===== src/agct_pkg.sv =====
// constants, field layout and fsm states of the right gain timing,
// adc filter path and control bus check register bank
// assumes one 10 MHz core clock and an 8-bit register space
package agct_pkg;

    // ****************************************
    // register offsets, reset value and path write mask
    // ****************************************
    localparam logic [7:0] AGCT_ATK_ADDR = 8'h69;
    localparam logic [7:0] AGCT_DCY_ADDR = 8'h6A;
    localparam logic [7:0] AGCT_PATH_ADDR = 8'h6B;
    localparam logic [7:0] AGCT_RST_VAL = 8'h00;
    localparam logic [7:0] AGCT_PATH_WMASK = 8'hFC;

    // ****************************************
    // field positions
    // ****************************************
    localparam int AGCT_SRC_BIT = 7;
    localparam int AGCT_BASE_HI = 6;
    localparam int AGCT_BASE_LO = 5;
    localparam int AGCT_MULT_HI = 4;
    localparam int AGCT_MULT_LO = 2;
    localparam int AGCT_HPF_L_BIT = 7;
    localparam int AGCT_HPF_R_BIT = 6;
    localparam int AGCT_FPATH_BIT = 3;
    localparam int AGCT_DET_DIS_BIT = 2;
    localparam int AGCT_ERR_BIT = 0;

    // ****************************************
    // times in milliseconds, minimum widths and byte length
    // ****************************************
    localparam logic [15:0] AGCT_ATK_MS0 = 16'h0007;
    localparam logic [15:0] AGCT_ATK_MS1 = 16'h0008;
    localparam logic [15:0] AGCT_ATK_MS2 = 16'h000A;
    localparam logic [15:0] AGCT_ATK_MS3 = 16'h000B;
    localparam logic [15:0] AGCT_DCY_MS0 = 16'h0032;
    localparam logic [15:0] AGCT_DCY_MS1 = 16'h0096;
    localparam logic [15:0] AGCT_DCY_MS2 = 16'h00FA;
    localparam logic [15:0] AGCT_DCY_MS3 = 16'h015E;
    // decay caps: 4, 5.6, 8, 9.6, 11.2, 16, 19.2, 22.4 s
    localparam logic [15:0] AGCT_CAP_4000 = 16'h0FA0;
    localparam logic [15:0] AGCT_CAP_5600 = 16'h15E0;
    localparam logic [15:0] AGCT_CAP_8000 = 16'h1F40;
    localparam logic [15:0] AGCT_CAP_9600 = 16'h2580;
    localparam logic [15:0] AGCT_CAP_11200 = 16'h2BC0;
    localparam logic [15:0] AGCT_CAP_16000 = 16'h3E80;
    localparam logic [15:0] AGCT_CAP_19200 = 16'h4B00;
    localparam logic [15:0] AGCT_CAP_22400 = 16'h5780;
    localparam int AGCT_ATK_MIN_W = 11;
    localparam int AGCT_DCY_MIN_W = 16;
    localparam logic [3:0] AGCT_BYTE_BITS = 4'h8;

    // ****************************************
    // serial slave states
    // ****************************************
    typedef enum logic [7:0] {
        ST_IDLE = 8'h01,
        ST_ADDR = 8'h02,
        ST_ACK_ADDR = 8'h04,
        ST_REG = 8'h08,
        ST_ACK_REG = 8'h10,
        ST_WDATA = 8'h20,
        ST_RDATA = 8'h40,
        ST_RACK = 8'h80
    } agct_state_type;

endpackage : agct_pkg


===== src/agct_regs.sv =====
// right gain timing, adc filter path and bus check registers,
// reached through a two-wire serial slave
// assumes scl/sda arrive asynchronously, open-drain sda resolved outside
`timescale 1ns/100ps
module agct_regs #(
    parameter logic [6:0] DEV_ADDR = 7'h2A, // arbitrary value
    parameter int ATK_W = 11,
    parameter int DCY_W = 16
) (
    // clock and reset
    input wire logic ref_clk_i,
    input wire logic rst_i,
    // two-wire control bus
    input wire logic scl_i,
    input wire logic sda_i,
    output logic sda_o,
    output logic sda_oe_o,
    // legacy timing and codec state
    input wire logic [ATK_W-1:0] legacy_attack_ms_i,
    input wire logic [DCY_W-1:0] legacy_decay_ms_i,
    input wire logic [3:0] adc_rate_divider_ratio_i,
    input wire logic adc_hpf_en_i,
    input wire logic left_dac_pd_i,
    input wire logic right_dac_pd_i,
    // applied settings
    output logic [ATK_W-1:0] attack_ms_o,
    output logic [DCY_W-1:0] decay_ms_o,
    output logic hpf_left_prog_o,
    output logic hpf_right_prog_o,
    output logic prog_filter_on_adc_o,
    output logic bus_err_o
);
    import agct_pkg::*;

    // ****************************************
    // elaboration checks
    // ****************************************
    if (ATK_W < AGCT_ATK_MIN_W || DCY_W < AGCT_DCY_MIN_W) begin : g_chk
        $error("attack or decay width too narrow");
    end

    // ****************************************
    // decoding functions
    // ****************************************
    function automatic logic [15:0] atk_base(input logic [1:0] c);
        unique case (c)
            2'h0: atk_base = AGCT_ATK_MS0;
            2'h1: atk_base = AGCT_ATK_MS1;
            2'h2: atk_base = AGCT_ATK_MS2;
            default: atk_base = AGCT_ATK_MS3;
        endcase
    endfunction : atk_base

    function automatic logic [15:0] dcy_base(input logic [1:0] c);
        unique case (c)
            2'h0: dcy_base = AGCT_DCY_MS0;
            2'h1: dcy_base = AGCT_DCY_MS1;
            2'h2: dcy_base = AGCT_DCY_MS2;
            default: dcy_base = AGCT_DCY_MS3;
        endcase
    endfunction : dcy_base

    // ratio coded in half steps: 0 is 1.0, 10 is 6.0
    function automatic logic [15:0] dcy_cap(input logic [3:0] r);
        case (r)
            4'h0: dcy_cap = AGCT_CAP_4000;
            4'h1: dcy_cap = AGCT_CAP_5600;
            4'h2: dcy_cap = AGCT_CAP_8000;
            4'h3: dcy_cap = AGCT_CAP_9600;
            4'h4, 4'h5: dcy_cap = AGCT_CAP_11200;
            4'h6, 4'h7: dcy_cap = AGCT_CAP_16000;
            4'h8: dcy_cap = AGCT_CAP_19200;
            default: dcy_cap = AGCT_CAP_22400;
        endcase
    endfunction : dcy_cap

    // ****************************************
    // input synchronisers
    // ****************************************
    logic [2:0] scl_sync_r;
    logic [2:0] sda_sync_r;
    logic scl_f_r;
    logic sda_f_r;
    logic scl_p_r;
    logic sda_p_r;

    always_ff @(posedge ref_clk_i) begin
        if (rst_i) begin
            scl_sync_r <= 3'h7;
            sda_sync_r <= 3'h7;
            scl_f_r <= 1'b1;
            sda_f_r <= 1'b1;
            scl_p_r <= 1'b1;
            sda_p_r <= 1'b1;
        end else begin
            scl_sync_r <= {scl_sync_r[1:0], scl_i};
            sda_sync_r <= {sda_sync_r[1:0], sda_i};
            // first stage feeds only the second
            if (scl_sync_r[1] == scl_sync_r[2]) begin
                scl_f_r <= scl_sync_r[2];
            end
            if (sda_sync_r[1] == sda_sync_r[2]) begin
                sda_f_r <= sda_sync_r[2];
            end
            scl_p_r <= scl_f_r;
            sda_p_r <= sda_f_r;
        end
    end

    // ****************************************
    // bus events
    // ****************************************
    agct_state_type st_r;
    logic [3:0] bit_r;
    logic [7:0] sh_r;
    logic [7:0] ptr_r;
    logic rw_r;
    logic oe_r;
    logic [7:0] atk_r;
    logic [7:0] dcy_r;
    logic [7:0] path_r;
    logic err_r;

    wire scl_rise = scl_f_r & ~scl_p_r;
    wire scl_fall = ~scl_f_r & scl_p_r;
    wire start_ev = scl_f_r & scl_p_r & sda_p_r & ~sda_f_r;
    wire stop_ev = scl_f_r & scl_p_r & ~sda_p_r & sda_f_r;
    wire det_en = ~path_r[AGCT_DET_DIS_BIT];
    // the scl rise ahead of a stop or repeated start counts one bit,
    // so only a start or stop later in a byte or its ack is an error
    wire in_byte = (st_r != ST_IDLE) && (bit_r > 4'h1);
    wire err_set = det_en & (start_ev | stop_ev) & in_byte;
    wire quiet = ~err_set & ~start_ev & ~stop_ev;
    wire byte_done = bit_r == AGCT_BYTE_BITS;
    wire wr_en = quiet & scl_fall & (st_r == ST_WDATA) & byte_done;
    wire rd_load = quiet & scl_fall
        & (((st_r == ST_ACK_ADDR) & rw_r) | (st_r == ST_RACK));
    wire rd_clr = rd_load & (ptr_r == AGCT_PATH_ADDR);
    wire [7:0] path_rd = {path_r[7:2], 1'b0, err_r};
    wire [7:0] rd_data = (ptr_r == AGCT_ATK_ADDR) ? atk_r
        : (ptr_r == AGCT_DCY_ADDR) ? dcy_r
        : (ptr_r == AGCT_PATH_ADDR) ? path_rd : AGCT_RST_VAL;

    // ****************************************
    // serial slave
    // ****************************************
    always_ff @(posedge ref_clk_i) begin
        if (rst_i) begin
            st_r <= ST_IDLE;
            bit_r <= 4'h0;
            sh_r <= 8'h00;
            ptr_r <= 8'h00;
            rw_r <= 1'b0;
            oe_r <= 1'b0;
        end else if (err_set) begin
            st_r <= ST_IDLE;
            bit_r <= 4'h0;
            oe_r <= 1'b0;
        end else if (start_ev) begin
            st_r <= ST_ADDR;
            bit_r <= 4'h0;
            oe_r <= 1'b0;
        end else if (stop_ev) begin
            st_r <= ST_IDLE;
            bit_r <= 4'h0;
            oe_r <= 1'b0;
        end else if (scl_rise) begin
            unique case (st_r)
                ST_ADDR, ST_REG, ST_WDATA: begin
                    sh_r <= {sh_r[6:0], sda_f_r};
                    bit_r <= bit_r + 4'h1;
                end
                ST_RDATA: bit_r <= bit_r + 4'h1;
                // nack from master ends the read
                ST_RACK: if (sda_f_r) st_r <= ST_IDLE;
                default: ;
            endcase
        end else if (scl_fall) begin
            unique case (st_r)
                ST_ADDR: if (byte_done) begin
                    if (sh_r[7:1] == DEV_ADDR) begin
                        st_r <= ST_ACK_ADDR;
                        rw_r <= sh_r[0];
                        oe_r <= 1'b1;
                    end else begin
                        st_r <= ST_IDLE;
                    end
                end
                ST_REG: if (byte_done) begin
                    ptr_r <= sh_r;
                    st_r <= ST_ACK_REG;
                    oe_r <= 1'b1;
                end
                ST_WDATA: if (byte_done) begin
                    ptr_r <= ptr_r + 8'h01;
                    st_r <= ST_ACK_REG;
                    oe_r <= 1'b1;
                end
                ST_ACK_ADDR, ST_RACK: if (rd_load) begin
                    sh_r <= rd_data;
                    oe_r <= ~rd_data[7];
                    bit_r <= 4'h0;
                    ptr_r <= ptr_r + 8'h01;
                    st_r <= ST_RDATA;
                end else begin
                    oe_r <= 1'b0;
                    bit_r <= 4'h0;
                    st_r <= ST_REG;
                end
                ST_ACK_REG: begin
                    oe_r <= 1'b0;
                    bit_r <= 4'h0;
                    st_r <= ST_WDATA;
                end
                ST_RDATA: if (byte_done) begin
                    oe_r <= 1'b0;
                    st_r <= ST_RACK;
                end else begin
                    sh_r <= {sh_r[6:0], 1'b0};
                    oe_r <= ~sh_r[6];
                end
                default: st_r <= ST_IDLE;
            endcase
        end
    end

    // ****************************************
    // register file
    // ****************************************
    always_ff @(posedge ref_clk_i) begin
        if (rst_i) begin
            atk_r <= AGCT_RST_VAL;
            dcy_r <= AGCT_RST_VAL;
            path_r <= AGCT_RST_VAL;
        end else if (wr_en) begin
            // low timing bits stored as written; host keeps them zero
            if (ptr_r == AGCT_ATK_ADDR) atk_r <= sh_r;
            if (ptr_r == AGCT_DCY_ADDR) dcy_r <= sh_r;
            if (ptr_r == AGCT_PATH_ADDR) begin
                path_r <= sh_r & AGCT_PATH_WMASK;
            end
        end
    end

    // set wins over the read clear so no error is lost
    always_ff @(posedge ref_clk_i) begin
        if (rst_i) err_r <= 1'b0;
        else if (err_set) err_r <= 1'b1;
        else if (rd_clr) err_r <= 1'b0;
    end

    // ****************************************
    // applied timing and filter routing
    // ****************************************
    wire [2:0] atk_mult = atk_r[AGCT_MULT_HI:AGCT_MULT_LO];
    wire [2:0] dcy_mult = dcy_r[AGCT_MULT_HI:AGCT_MULT_LO];
    wire [ATK_W-1:0] atk_prog =
        ATK_W'(atk_base(atk_r[AGCT_BASE_HI:AGCT_BASE_LO])) << atk_mult;
    wire [DCY_W-1:0] dcy_prog =
        DCY_W'(dcy_base(dcy_r[AGCT_BASE_HI:AGCT_BASE_LO])) << dcy_mult;
    wire [ATK_W-1:0] atk_nxt = atk_r[AGCT_SRC_BIT] ? atk_prog
        : legacy_attack_ms_i;
    wire [DCY_W-1:0] dcy_sel = dcy_r[AGCT_SRC_BIT] ? dcy_prog
        : legacy_decay_ms_i;
    wire [DCY_W-1:0] cap_ms = DCY_W'(dcy_cap(adc_rate_divider_ratio_i));
    wire [DCY_W-1:0] dcy_nxt = (dcy_sel > cap_ms) ? cap_ms
        : dcy_sel;
    wire dacs_down = left_dac_pd_i & right_dac_pd_i;

    always_ff @(posedge ref_clk_i) begin
        if (rst_i) begin
            attack_ms_o <= '0;
            decay_ms_o <= '0;
            hpf_left_prog_o <= 1'b0;
            hpf_right_prog_o <= 1'b0;
            prog_filter_on_adc_o <= 1'b0;
        end else begin
            attack_ms_o <= atk_nxt;
            decay_ms_o <= dcy_nxt;
            hpf_left_prog_o <= adc_hpf_en_i & path_r[AGCT_HPF_L_BIT];
            hpf_right_prog_o <= adc_hpf_en_i & path_r[AGCT_HPF_R_BIT];
            // path held off while either dac runs
            prog_filter_on_adc_o <= path_r[AGCT_FPATH_BIT] & dacs_down;
        end
    end

    assign sda_o = 1'b0;
    assign sda_oe_o = oe_r;
    assign bus_err_o = err_r;
endmodule : agct_regs


===== config.mk =====
export PLATFORM = sky130hd
export DESIGN_NAME = agct_regs
export DESIGN_NICKNAME = d
export VERILOG_FILES = /design/src/agct_pkg.sv /design/src/agct_regs.sv
export SDC_FILE = /design/constraint.sdc
export NUM_CORES = 1
export LEC_CHECK = 0
export ABC_AREA = 1
export BUFFER_PORTS_ARGS = -buffer_cell sky130_fd_sc_hd__buf_2
export CAP_MARGIN = 10
export CORE_MARGIN = 10
export CORE_UTILIZATION = 46
export DETAILED_ROUTE_END_ITERATION = 7
export PLACE_DENSITY = 0.65
export REMOVE_ABC_BUFFERS = 1
export SETUP_SLACK_MARGIN = 0.1
export SYNTH_ARGS = -nofsm -noshare
export SYNTH_HDL_FRONTEND = slang
export SYNTH_SLANG_ARGS = --single-unit

===== constraint.sdc =====
create_clock -name ref_clk_i -period 6.2 [get_ports ref_clk_i]
set_clock_uncertainty 0.1 [all_clocks]
set_input_delay 0.93 -clock ref_clk_i [delete_from_list [all_inputs] [get_ports ref_clk_i]]
set_output_delay 0.93 -clock ref_clk_i [all_outputs]
set_load 0.03 [all_outputs]

==> flow_summary.ini <==
[global_routing]
globalRouteMet2Util_pct = 26.9
grt_overflow_total = 0
top_usage_layer = met2
grt_max_degree = 44
grt_pass1_wl_mm = 24.5
grt_use_total_pct = 16.5
grt_pass1_vias = 5148
antenna_found_initial = 0
grt_use_met3_pct = 3.33
grtUsageMet1_pct = 20.9

[placement]
dp.cells = 1095
gp_congestion = 0.888
io_buffers = 69
dp_slack_ns = 2.99
hpwl_mm = 11.0

[route]
wl_per_cell_um = 13.0
route.vias.total = 5479
drtAntennaViolNets = 0
viasPerCell = 4.93
remaining_drc_errors = 0
first_pass_iters = 5
drtIter0Drc = 348
wirelength_mm = 14.4

[clock_network]
clock_latency_ns = 0.34
hold_buffers = 0
h-tree-depth = 3
clock_path_buffers = 2
clock-sinks = 93
clockRootBuffer = clkbuf_16
cts_buffers = 9
cts_tree = built
postCtsResizedCells = 0
post_cts_buffers = 0
path_clk_slew_ns = 0.07

[finish]
layout.nets = 1005
drive_gt1_share_pct = 16.3
finish.utilization_pct = 52.1
stdcell_count = 1111
synthToLayoutAreaGrowth_pct = 12.0
n_antenna_cell = 0

[sta]
setup_violations = 0
hold_viol = 0
drv_slew = 0
tns_ns = 0
min_period_over_period_pct = 50.4
rsz0062_at_grt = false
fin_ws_ns = 3.08
period_minus_slack_ns = 3.12
slew_headroom_pct = 54.9
max_freq_ghz = 0.320
worst_slew_pin_slew_ns = 0.675

[floorplan]
die_w_um = 133
dieArea_um2 = 17600
start_util_pct = 46.5
io_pins = 71
coreArea_um2 = 12500
fp.dieH_um = 133
rows = 41

[logic_synthesis]
synth_top_family_by_area = simple AND/OR/NAND/NOR gates
synth_top_area_share_pct = 32.0
synth_compound_area_share_pct = 12.4
synth-seq-area-share_pct = 32.0
synth_mux_area_share_pct = 0
synth_edf_count = 0
synth_area_um2 = 5820
ys_warn_count = 0
synth-main-ff-cell = dfxtp_1
async_reset_ff_share_pct = 0
synthXorXnorAreaFrac_pct = 1.05
synth_cell_types = 44
synth.avg_cell_area_um2 = 6.65
synth_adder_area_share_pct = 7.09
synth_cells = 875
synth.most_common_cell = nand2_1
synth-seq-cells = 93
synth_common_cells = 226 x nand2_1, 145 x nor2_1, 93 x dfxtp_1, 91 x inv_1, 60 x nand3_1
synth-simple-area-share_pct = 38.0
synth_top_cell_by_area = dfxtp_1
synth_area_leaders = dfxtp_1 32%, nand2_1 15%, nor2_1 9.3%

[worst_setup_path]
critPathCaptureType = flop
r2r-start = dcy_r[5]
crit_end = decay_ms_o[4]
path_class = flop to flop
worstPathArrival_ns = 3.30
r2r-end = decay_ms_o[4]
startpoint_type = flop
rr_worst_depth = 15
r2r_slack_ns = 3.08
required_ns = 6.38
cp-startpoint = dcy_r[5]
cp_max_fo = 17

[pwr]
p_sw_uw = 328
swShare_pct = 26.1
vdd_drop_max_mv = 0.131
pwr-share-seq_pct = 48.9
power.density_nw_per_um2 = 192
p_comb_share_pct = 9.5
intPower_uw = 927
p_leak_uw = 0.00314
pwr-share-clk_pct = 41.6

[outcome]
status = complete, no violations

[hold_path]
min_path_type = flop to flop
whs_path_depth = 1
min_from = sda_sync_r[0]

[flow_run]
max_cap_violations = 0
[worst min path at each step]
| stage | to | slack (ns) |
|---|---|---|
| after floorplan | scl_sync_r[1] | 0.29 |
| after global placement | sda_sync_r[1] | 0.30 |
| after detailed placement | sda_sync_r[1] | 0.29 |
| after CTS | sda_sync_r[1] | 0.31 |
| after global routing | sda_sync_r[1] | 0.33 |
| final | sda_sync_r[1] | 0.31 |
[through the flow]
stage	cell area, um2	hold WS (ns)	total power (uW)
finish	6520	0.309	1250
global route	6520	0.334	1310
CTS	6520	0.310	1270
detailed placement	6240	0.294	748
global placement	6240	0.301	747
floorplan	5670	0.289	703
[per-layer routing]
layer  up-vias  wire length [um]
li1       2909                 -
met2       132              6640
met5         -                 0
met4         0               197
met3        12               816
met1      2426              6770
[layout make-up]
| class | count | area, um2 |
|---|---|---|
| clock inverter | 6 | 46.3 |
| clock buffer | 10 | 229 |
| timing repair buffer | 71 | 360 |
| inverter | 103 | 392 |
| sequential | 93 | 1860 |
| fill | 1311 | 6000 |
| multi-input combinational | 656 | 3410 |
| tap | 172 | 215 |
[power by group through the flow]
stage / Combinational [uW] / Clock (uW) / Sequential, uW
6_report: 120 / 522 / 613
5_1_grt: 135 / 562 / 614
4_1_cts: 121 / 540 / 613
3_5_place_dp: 120 / 0 / 627
3_3_place_gp: 120 / 0 / 627
2_1_floorplan: 51.7 / 0 / 652
[state kept, by name, indices dropped and copies added (netlist names), 3 cells and up]
signal / count
scl_sync_r: 3
decay_ms_o: 16
dcy_r: 8
attack_ms_o: 11
bit_r: 4
path_r: 6
sda_sync_r: 3
atk_r: 8
st_r: 8
sh_r: 8
ptr_r: 8
[logic make-up after synthesis]
kind of cell,Yosys count
buffers and inverters,127
and+or+nand+nor,497
other,1
AOI/OAI and AO/OA,117
DFF,93
xor gates and xnor gates,7
adders and majority gates,33
[cells in the final DEF (no fill, tap or decap), types with 10 or more instances in the layout]
cell type  synthesis  final
nor2_1           145    145
a211oi_1          14     14
inv_1             91     91
buf_2              6     69
nand2_2           11     11
a21oi_1           47     47
nor3_1            10     10
nand2_1          226    226
ha_1              33     33
nand3_1           60     60
o21ai_0           32     32
dfxtp_1           93     93
[critical path, cell delays in order (launching register included)]
cell and delay, ns:
dfxtp_1 0.45, inv_1 0.10, ha_1 0.31, o21ai_0 0.21, o21ai_0 0.14, o21ai_0 0.29
inv_1 0.10, ha_1 0.33, nand4_1 0.13, nor2_1 0.12, nand3_1 0.08, nor2_2 0.13
nand2_4 0.09, nand2_4 0.17, nand2_1 0.15, a21oi_1 0.15
No activity file was read; power rests on OpenSTA's default activity.
